File: src/core/dps_consts.vh
// Timing constants and encodings for the dual-port RAM host controller
`ifndef DPS_CONSTS_VH
`define DPS_CONSTS_VH
`define DPS_CLK_PERIOD_NS 4
`define DPS_T_SEM_WRITE_TO_READ_NS 5
`define DPS_T_SEM_UPDATE_PULSE_NS 10
`define DPS_T_PULSE_WIDTH_NS 12
`define DPS_T_WE_HIGHZ_NS 10
`define DPS_T_DATA_SETUP_NS 10
`define DPS_T_WRITE_HOLD_AFTER_RELEASE_NS 13
`define DPS_T_BLOCKED_TO_DATA_VALID_NS 15
`define DPS_T_ACCESS_NS 15
`define DPS_T_ADDR_SETUP_NS 0
`define DPS_CYC(ns) (((ns) + `DPS_CLK_PERIOD_NS - 1) / `DPS_CLK_PERIOD_NS)
`define DPS_CYC_MIN1(ns) ((`DPS_CYC(ns) < 1) ? 1 : `DPS_CYC(ns))
`define DPS_SEM_TOKEN_BIT 0
`define DPS_ADDR_W 13
`define DPS_DATA_W 8
`define DPS_SEM_ADDR_W 3
`define DPS_CMD_RAM_READ 2'h0
`define DPS_CMD_RAM_WRITE 2'h1
`define DPS_CMD_SEM_REQUEST 2'h2
`define DPS_CMD_SEM_RELEASE 2'h3
`define DPS_CNT_W 4
`endif

File: src/core/dps_timer.v
// Down counter that signals when a programmed cycle count has elapsed
module dps_timer (
    clk,
    rst,
    load,
    count,
    done
);
`include "dps_consts.vh"
input wire clk;
input wire rst;
input wire load;
input wire [`DPS_CNT_W-1:0] count;
output wire done;
reg [`DPS_CNT_W-1:0] cnt_reg;
assign done = (cnt_reg == 4'h0);
always @(posedge clk) begin
    if (rst) begin
        cnt_reg <= 4'h0;
    end else if (load) begin
        cnt_reg <= count;
    end else if (cnt_reg != 4'h0) begin
        cnt_reg <= cnt_reg - 4'h1;
    end
end
endmodule // dps_timer

File: src/core/dps_host.v
// Host port controller for one side of an asynchronous dual-port RAM
// Function
// - Write only while select and strobe low
// - Strobe high during every address change
// - Strobe held high for reads
// - Array: select low; semaphore: sem low
// - Request semaphore by writing bit zero low
// - Wait before semaphore read-back check
// - Pulse sem select per semaphore read
// - Blocked write holds strobe after busy release
// - Stretch write pulse with output enable low (output enable is held high on writes instead, so the pulse is not stretched)
module dps_host (
    clk,
    rst,
    cmd_valid,
    cmd_op,
    cmd_addr,
    cmd_wdata,
    cmd_ready,
    rsp_valid,
    rsp_rdata,
    rsp_granted,
    mem_addr,
    mem_ce_n,
    mem_sem_n,
    mem_rw_n,
    mem_oe_n,
    mem_dq_o,
    mem_dq_oe_n,
    mem_dq_i,
    mem_busy_n,
    mem_int_n,
    mailbox_flag
);
`include "dps_consts.vh"
input wire clk;
input wire rst;
input wire cmd_valid;
input wire [1:0] cmd_op;
input wire [`DPS_ADDR_W-1:0] cmd_addr;
input wire [`DPS_DATA_W-1:0] cmd_wdata;
output reg cmd_ready;
output reg rsp_valid;
output reg [`DPS_DATA_W-1:0] rsp_rdata;
output reg rsp_granted;
output reg [`DPS_ADDR_W-1:0] mem_addr;
output reg mem_ce_n;
output reg mem_sem_n;
output reg mem_rw_n;
output reg mem_oe_n;
output reg [`DPS_DATA_W-1:0] mem_dq_o;
output reg mem_dq_oe_n;
input wire [`DPS_DATA_W-1:0] mem_dq_i;
input wire mem_busy_n;
input wire mem_int_n;
output reg mailbox_flag;

localparam integer WR_CYC = `DPS_CYC_MIN1(`DPS_T_PULSE_WIDTH_NS);
localparam integer RD_CYC = `DPS_CYC_MIN1(`DPS_T_ACCESS_NS);
localparam integer SEMW_CYC = `DPS_CYC_MIN1(`DPS_T_SEM_WRITE_TO_READ_NS);
localparam integer SEMP_CYC = `DPS_CYC_MIN1(`DPS_T_SEM_UPDATE_PULSE_NS);
localparam integer HOLD_CYC = `DPS_CYC_MIN1(`DPS_T_WRITE_HOLD_AFTER_RELEASE_NS);
localparam integer BDD_CYC = `DPS_CYC_MIN1(`DPS_T_BLOCKED_TO_DATA_VALID_NS);
localparam integer SETUP_CYC = `DPS_CYC_MIN1(`DPS_T_ADDR_SETUP_NS);

localparam [2:0] S_IDLE = 3'h0;
localparam [2:0] S_SETUP = 3'h1;
localparam [2:0] S_WRITE = 3'h2;
localparam [2:0] S_READ = 3'h3;
localparam [2:0] S_HOLD = 3'h4;
localparam [2:0] S_SEMGAP = 3'h5;
localparam [2:0] S_SEMRD = 3'h6;
localparam [2:0] S_DONE = 3'h7;

reg [2:0] state_reg;
reg [1:0] op_reg;
reg busy_meta_reg;
reg busy_sync_reg;
reg int_meta_reg;
reg int_sync_reg;
reg [`DPS_DATA_W-1:0] dq_meta_reg;
reg [`DPS_DATA_W-1:0] dq_sync_reg;
reg was_blocked_reg;
reg tmr_load;
reg [3:0] tmr_count;
wire tmr_done;
wire is_write;
wire is_sem;

assign is_write = (op_reg != `DPS_CMD_RAM_READ);
assign is_sem = op_reg[1];

dps_timer u_timer (
    .clk(clk),
    .rst(rst),
    .load(tmr_load),
    .count(tmr_count),
    .done(tmr_done)
);

// Two-stage synchronisers for pins from the asynchronous device
always @(posedge clk) begin
    if (rst) begin
        busy_meta_reg <= 1'b1;
        busy_sync_reg <= 1'b1;
        int_meta_reg <= 1'b1;
        int_sync_reg <= 1'b1;
        dq_meta_reg <= 8'h00;
        dq_sync_reg <= 8'h00;
        mailbox_flag <= 1'b0;
    end else begin
        busy_meta_reg <= mem_busy_n;
        busy_sync_reg <= busy_meta_reg;
        int_meta_reg <= mem_int_n;
        int_sync_reg <= int_meta_reg;
        dq_meta_reg <= mem_dq_i;
        dq_sync_reg <= dq_meta_reg;
        mailbox_flag <= ~int_sync_reg;
    end
end

always @* begin
    tmr_load = 1'b0;
    tmr_count = 4'h0;
    case (state_reg)
        S_IDLE: begin
            tmr_load = cmd_valid;
            tmr_count = SETUP_CYC[3:0];
        end
        S_SETUP: begin
            if (tmr_done) begin
                tmr_load = 1'b1;
                tmr_count = is_write ? WR_CYC[3:0] : RD_CYC[3:0];
            end
        end
        S_WRITE: begin
            if (tmr_done && busy_sync_reg) begin
                tmr_load = 1'b1;
                tmr_count = was_blocked_reg ? HOLD_CYC[3:0] : (is_sem ? SEMW_CYC[3:0] : 4'h1);
            end
        end
        S_READ: begin
            if (!busy_sync_reg) begin
                tmr_load = 1'b1;
                tmr_count = BDD_CYC[3:0];
            end
        end
        S_HOLD: begin
            if (tmr_done) begin
                tmr_load = 1'b1;
                tmr_count = is_sem ? SEMW_CYC[3:0] : 4'h1;
            end
        end
        S_SEMGAP: begin
            if (tmr_done) begin
                tmr_load = 1'b1;
                tmr_count = SEMP_CYC[3:0];
            end
        end
        default: begin
            tmr_load = 1'b0;
            tmr_count = 4'h0;
        end
    endcase
end

always @(posedge clk) begin
    if (rst) begin
        state_reg <= S_IDLE;
        op_reg <= 2'h0;
        was_blocked_reg <= 1'b0;
        cmd_ready <= 1'b1;
        rsp_valid <= 1'b0;
        rsp_rdata <= 8'h00;
        rsp_granted <= 1'b0;
        mem_addr <= 13'h0000;
        mem_ce_n <= 1'b1;
        mem_sem_n <= 1'b1;
        mem_rw_n <= 1'b1;
        mem_oe_n <= 1'b1;
        mem_dq_o <= 8'h00;
        mem_dq_oe_n <= 1'b1;
    end else begin
        rsp_valid <= 1'b0;
        case (state_reg)
            S_IDLE: begin
                if (cmd_valid) begin
                    // Address moves only with strobe high
                    op_reg <= cmd_op;
                    mem_addr <= cmd_addr;
                    mem_rw_n <= 1'b1;
                    mem_oe_n <= 1'b1;
                    mem_dq_o <= cmd_wdata;
                    if (cmd_op == `DPS_CMD_SEM_REQUEST) begin
                        mem_dq_o[`DPS_SEM_TOKEN_BIT] <= 1'b0;
                    end else if (cmd_op == `DPS_CMD_SEM_RELEASE) begin
                        mem_dq_o[`DPS_SEM_TOKEN_BIT] <= 1'b1;
                    end
                    mem_ce_n <= cmd_op[1];
                    mem_sem_n <= ~cmd_op[1];
                    was_blocked_reg <= 1'b0;
                    cmd_ready <= 1'b0;
                    state_reg <= S_SETUP;
                end
            end
            S_SETUP: begin
                if (tmr_done) begin
                    if (is_write) begin
                        // OE held high so write pulse needs no stretch
                        mem_dq_oe_n <= 1'b0;
                        mem_rw_n <= 1'b0;
                        state_reg <= S_WRITE;
                    end else begin
                        mem_rw_n <= 1'b1;
                        mem_oe_n <= 1'b0;
                        state_reg <= S_READ;
                    end
                end
            end
            S_WRITE: begin
                if (!busy_sync_reg) begin
                    was_blocked_reg <= 1'b1;
                end
                if (tmr_done && busy_sync_reg) begin
                    if (was_blocked_reg) begin
                        state_reg <= S_HOLD;
                    end else begin
                        mem_rw_n <= 1'b1;
                        state_reg <= is_sem ? S_SEMGAP : S_DONE;
                        mem_ce_n <= 1'b1;
                        mem_sem_n <= 1'b1;
                    end
                end
            end
            S_HOLD: begin
                if (tmr_done) begin
                    mem_rw_n <= 1'b1;
                    mem_ce_n <= 1'b1;
                    mem_sem_n <= 1'b1;
                    state_reg <= is_sem ? S_SEMGAP : S_DONE;
                end
            end
            S_SEMGAP: begin
                mem_dq_oe_n <= 1'b1;
                if (tmr_done) begin
                    // Fresh sem select pulse for the check read
                    mem_sem_n <= 1'b0;
                    mem_oe_n <= 1'b0;
                    state_reg <= S_SEMRD;
                end
            end
            S_SEMRD: begin
                if (tmr_done) begin
                    rsp_rdata <= dq_sync_reg;
                    rsp_granted <= ~dq_sync_reg[`DPS_SEM_TOKEN_BIT];
                    rsp_valid <= 1'b1;
                    mem_sem_n <= 1'b1;
                    mem_oe_n <= 1'b1;
                    cmd_ready <= 1'b1;
                    state_reg <= S_IDLE;
                end
            end
            S_READ: begin
                if (tmr_done && busy_sync_reg) begin
                    rsp_rdata <= dq_sync_reg;
                    rsp_granted <= 1'b0;
                    rsp_valid <= 1'b1;
                    mem_ce_n <= 1'b1;
                    mem_oe_n <= 1'b1;
                    cmd_ready <= 1'b1;
                    state_reg <= S_IDLE;
                end
            end
            default: begin
                mem_dq_oe_n <= 1'b1;
                rsp_valid <= 1'b1;
                rsp_granted <= 1'b0;
                cmd_ready <= 1'b1;
                state_reg <= S_IDLE;
            end
        endcase
    end
end
endmodule // dps_host

File: config.mk
export PLATFORM = sky130hd
export DESIGN_NAME = dps_host
export DESIGN_NICKNAME = d
export VERILOG_FILES = /design/src/core/dps_timer.v /design/src/core/dps_host.v
export VERILOG_INCLUDE_DIRS = /design/src /design/src/core
export SDC_FILE = /design/constraint.sdc
export NUM_CORES = 1
export LEC_CHECK = 0
export BUFFER_PORTS_ARGS = -buffer_cell sky130_fd_sc_hd__buf_2
export CORE_MARGIN = 3
export CORE_UTILIZATION = 25
export CTS_CLUSTER_SIZE = 8
export DETAILED_ROUTE_END_ITERATION = 8
export SETUP_SLACK_MARGIN = 0.4
export SLEW_MARGIN = 10
export SYNTH_ARGS = -nofsm -noshare
export SYNTH_HDL_FRONTEND = slang
export SYNTH_SLANG_ARGS = --single-unit
File: constraint.sdc
create_clock -name clk -period 3.35 [get_ports clk]
set_input_delay 0.335 -clock clk [delete_from_list [all_inputs] [get_ports clk]]
set_output_delay 0.335 -clock clk [all_outputs]
set_load 0.1 [all_outputs]
# Yosys cells after proc, flatten, opt, wreduce, memory -nomap -nowiden
# Cells that the tools add are included.
dict set report word_totals {
  register_bits 68
  latchBits 0
  mem_bits_rw 0
  mem_bits_ro 0
  wordCells 135
  n_memories 0
}
dict set report op_classes {
  n_addsub 1
  mul 0
  div_mod_pow 0
  order_cmp 0
  eq_ne 20
  n_shift 0
  muxes 58
  bitwise_logic 6
  reduce_logical 28
}
# operator n
set op_table {}
lappend op_table {{$mux 3} 10}
lappend op_table {{$mux 1} 24}
lappend op_table {{$pmux 4 s6} 1}
lappend op_table {{$ne 2x2->1 const B} 11}
lappend op_table {{$pmux 3 s7} 1}
lappend op_table {{$pmux 1 s4} 5}
lappend op_table {{$reduce_and 6->1} 3}
lappend op_table {{$mux 4} 4}
lappend op_table {{$mux 8} 2}
lappend op_table {{$pmux 8 s2} 1}
lappend op_table {{$reduce_bool 4->1} 4}
lappend op_table {{$reduce_and 7->1} 2}
lappend op_table {{$reduce_and 3->1} 4}
lappend op_table {{$mux 2} 5}
lappend op_table {{$reduce_or 5->1} 2}
lappend op_table {{$eq 3x3->1 const B} 3}
lappend op_table {{$reduce_bool 2->1} 4}
lappend op_table {{$eq 3x2->1 const B} 2}
lappend op_table {{$not 1->1} 6}
lappend op_table {{$pmux 1 s3} 2}
lappend op_table {{$pmux 1 s5} 1}
lappend op_table {{$reduce_bool 5->1} 1}
lappend op_table {{$eq 2x2->1 const B} 2}
lappend op_table {{$logic_not 4->1} 1}
lappend op_table {{11 further kinds} 12}

# Logic depth before layout (Yosys ltp)
dict set report depth {
  depth_word 5
  ltp_mapped 8
  depth_no_buf 7
}

# By module
# A second synthesis with hierarchy kept.
dict set report unflattened {
  hier_cells 315
  area_unflattened_um2 2894.0
}
# mod instances cells_each area_each_um2
set by_module_without_submodules {}
lappend by_module_without_submodules {dps_host 1 291 2665.1}
lappend by_module_without_submodules {dps_timer 1 24 229.0}

# Least setup slack after synthesis
# Ideal clock, no wire load.
dict set report synth_timing {
  path_kind {flip-flop to flip-flop}
  start {register u_timer.cnt_reg[0]}
  end {register rsp_rdata[0]}
  arrival_ns 1.578
  required_time_ns 3.222
  setup_slack_ns 1.644
  path_stages_with_launch 8
  path_buffers 0
  period_less_slack_ns 1.706
  cell_sequence {dfxtp_1 -> inv_1 -> ha_1 -> nor3b_4 -> nand2_2 -> a21oi_4 -> mux2i_1 -> nor2_1}
}
dict set report synth_between {
  elab_chain_cells 4
  word_cells_on_any_way 5
  cone_classes {eq/ne: 2; reduce/logical: 3}
}
# item line_no
set synth_rtl {}
lappend synth_rtl {{start: declaration} dps_timer.v:15} ;# reg [`DPS_CNT_W-1:0] cnt_reg;
lappend synth_rtl {{start signal: assignment} dps_timer.v:21} ;# cnt_reg <= count;
lappend synth_rtl {{start signal: assignment} dps_timer.v:23} ;# cnt_reg <= cnt_reg - 4'h1;
lappend synth_rtl {{$logic_not 4->1 *} dps_timer.v:16} ;# assign done = (cnt_reg == 4'h0);
lappend synth_rtl {{$logic_and 1x1->1} dps_host.v:264} ;# if (tmr_done && busy_sync_reg) begin
lappend synth_rtl {{$ne 2x2->1 (no line)} n/a}
lappend synth_rtl {{$reduce_and 3->1 (no line) *} n/a}
lappend synth_rtl {{end signal: assignment} dps_host.v:254} ;# rsp_rdata <= dq_sync_reg;
lappend synth_rtl {{end signal: assignment} dps_host.v:265} ;# rsp_rdata <= dq_sync_reg;
lappend synth_rtl {{end: declaration} dps_host.v:44} ;# output reg [`DPS_DATA_W-1:0] rsp_rdata;
# Every way passes the cells marked *; elsewhere a longest branch is shown, timed or not.
# A chain may end at the register's enable or synchronous reset.

# Worst setup path in the final report
dict set report layout_timing {
  start {register state_reg[2]}
  end {register mem_addr[8]}
}
dict set report layout_between {
  elab_chain_cells 2
}
# item line_no
set layout_rtl {}
lappend layout_rtl {{start: declaration} dps_host.v:75} ;# reg [2:0] state_reg;
lappend layout_rtl {{start signal: assignment} dps_host.v:229} ;# state_reg <= is_sem ? S_SEMGAP : S_DONE;
lappend layout_rtl {{start signal: assignment} dps_host.v:240} ;# state_reg <= is_sem ? S_SEMGAP : S_DONE;
lappend layout_rtl {{$logic_not 3->1} dps_host.v:185} ;# case (state_reg)
lappend layout_rtl {{$reduce_and 2->1 (no line)} n/a}
lappend layout_rtl {{end signal: assignment} dps_host.v:190} ;# mem_addr <= cmd_addr;
lappend layout_rtl {{end: declaration} dps_host.v:46} ;# output reg [`DPS_ADDR_W-1:0] mem_addr;
# Every way passes these cells.

==> flow_summary.toml <==
[timing]
setup_viol = 0
tns_ps = 0
fmax_ghz = 0.468
period_share = 0.638
relSlewSlack = 0.436
skew_ps = 7.88
grt_setup_unrepaired = "no"
hold_viol_final = 0
tightest_slew_ps = 845
slew_viol_final = 0
finalCriticalPeriod_ps = 2140

[detailed_routing]
firstDrtPassIters = 4
wl_met3_um = 552
ant_nets = 0
route.met2.wl_um = 2760
vias = 2281
drt_iter0_drc = 153
top_layer = "met4"
vias_per_cell = 4.42
m1WireLength_um = 2870
wirelength_um = 6260
routedWlPerCell_um = 12.1
drc = 0

[global_route]
track_usage = 0.110
grt_pass1_wl_um = 10400
grt_max_degree = 41
antenna_found_initial = 0
grt_overflow = 0
grt_pass1_vias = 2176

[placed_design]
port_buffers = 73
hpwl_um = 4330
gp_congestion = 0.840
dp.cells = 501

[final_layout]
top_register = "mem_addr"
fin_nets = 413
drive_gt1_frac = 0.268
stdcell_count = 516
diodes = 0
final_core_util = 0.328
area_growth_pct = 25.9
multi_input_area_um2 = 1250
largest_reg_flops = 13
register_area_um2 = 1360
fill_cells = 1118

[cts]
cts_tree = "built"
clkTransAtPathRegs_ps = 70
h-tree-depth = 3
cts.sinks = 68
cts.repair.resized = 0
holdBufCountCts = 0
clockBufferDepth = 2
cts_made_buffers = 9
post_cts_buffers = 0
cts_root_buf = "clkbuf_8"
clkLatencyLatePin_ps = 340

[synth]
synth_compound_area_frac = 0.160
syn_area_um2 = 2710
synth-simple-area-share = 0.248
ys_types = 45
syn_nets = 348
synth.yosys.seq_area_share = 0.502
synthFlopType = "dfxtp_1"
yosys.area_share.xor_xnor = 0.00646
synth_area_leaders = "dfxtp_1 (50%), nand2_1 (7.3%), a21oi_1 (5.7%)"
synth_edf_count = 0
yosys.area.top_type = "dfxtp_1"
synth_top_family_by_area = "simple AND/OR/NAND/NOR gates"
syn_area_per_cell_um2 = 8.72
synth_top_area_share = 0.502
synth_cells = 311
ys_seq_elements = 68
synth_mux_area_frac = 0.0406
yosysWarningCount = 0
post_synth_fa_ha_maj_area_fraction = 0.00461
async_reset_ff_frac = 0

[floorplan]
num_rows = 37
die-height_um = 110
io_pins = 74
die_width_um = 110
start_util = 0.260
coreArea_um2 = 10400
die_area_um2 = 12100

[critical_path]
slowest_stage = "dfxtp_1"
cp-end-kind = "flop"
timing.critical_path.buf_inv = 0
critical_path.max_fanout = 24
cp_top_family = "simple AND/OR/NAND/NOR gates"
crit_path_start_kind = "flop"
cp.required_ps = 3610
critPathArrivalTime_ps = 2400
slowest_delay_ps = 820
path_common_cell = "nand2b_1"
crit_chain = "nand2b_1, nand2b_1, nand2_1, a21oi_1"
setup.worst_path.class = "reg2reg"

[power]
cellPowerDensity_nw_per_um2 = 947
ir_drop_uv = 464
p_leak_nw = 1.43

[run]
maxCapViolCount = 0

[status]
status = "finished, final reports clean"

[hold_path]
hold_path.class = "in2reg"
-- layout make-up --
cell class / count / share of cell area
clock inverters: 6 / 0.0333
well taps: 136 / 0.0498
clock buffers: 9 / 0.0363
repair buffers: 75 / 0.111
flip-flops and latches: 68 / 0.399
multi-input cells: 217 / 0.365
inverters: 5 / 0.00550
-- worst register-to-register path: stages, from the launching register on --
cell and delay [ps]:
dfxtp_1 820, nand2b_1 280, nand2b_1 690, nand2_1 120
a21oi_1 160
-- power by group --
| part | internal, mW | switching, mW |
|---|---|---|
| Combinational | 0.371 | 0.988 |
| Sequential | 0.929 | 0.150 |
| Clock | 0.491 | 0.305 |
-- cell families (layout without fill, tap and decap cells) --
group / Yosys count / in the layout
muxes: 11 / 11
and+or+nand+nor: 132 / 132
xor gates and xnor gates: 2 / 2
adders and majority gates: 1 / 1
buffers and inverters: 26 / 95
DFF: 68 / 68
AOI/OAI and AO/OA: 71 / 71
-- cell usage in the layout (no fill, tap or decap), types with 5 or more instances in the layout --
master	instances
a21oi_1	31
a31oi_1	6
buf_2	73
clkbuf_8	9
dfxtp_1	68
inv_1	5
mux2i_1	11
nand2_1	53
nor2_1	23
nor2b_1	20
nor3_1	7
o21ai_0	6
o21ai_1	8
-- cells in the mapped netlist, types with 2 or more instances --
library cell / count
a211o_1: 2
a211oi_1: 3
a21boi_1: 2
a21o_1: 3
a21oi_1: 31
a31oi_1: 6
and2_1: 2
and3_1: 2
buf_1: 2
buf_2: 5
clkbuf_1: 14
dfxtp_1: 68
inv_1: 5
mux2i_1: 11
nand2_1: 53
nand2b_1: 4
nand3_1: 3
nor2_1: 23
nor2b_1: 20
nor3_1: 7
nor3b_1: 2
o211ai_1: 4
o21a_1: 2
o21ai_0: 6
o21ai_1: 8
or2_2: 4
-- routing by layer --
layer | vias up | GRT usage
li1 | 1183 | -
met2 | 79 | 0.163
met5 | - | 0
met3 | 8 | 0.0425
met4 | 0 | 0.0431
met1 | 1011 | 0.144
-- stage by stage --
step	hold slack [ps]	worst slack (ps)	cell area, um2	power, mW
2_1_floorplan	368	1640	2710	2.22
3_3_place_gp	373	1220	3180	2.44
3_5_place_dp	375	1190	3180	2.46
4_1_cts	161	1180	3410	3.27
5_1_grt	183	946	3410	3.44
6_report	184	1210	3410	3.23
-- path summary, 6_finish.rpt --
kind                                                 from                        to  slack [ps]  depth (start not counted)
worst min register to register    int_sync_reg$_SDFF_PP1_   mailbox_flag$_SDFF_PP0_         380                          1
worst min-delay path                            mem_int_n   int_meta_reg$_SDFF_PP1_         180                          2
worst max register to register  state_reg[2]$_SDFFE_PP0P_  mem_addr[8]$_SDFFE_PP0P_        1210                          4
worst max-delay path            state_reg[2]$_SDFFE_PP0P_  mem_addr[8]$_SDFFE_PP0P_        1210                          4
Note: power is estimated with default switching activity, not from simulation.
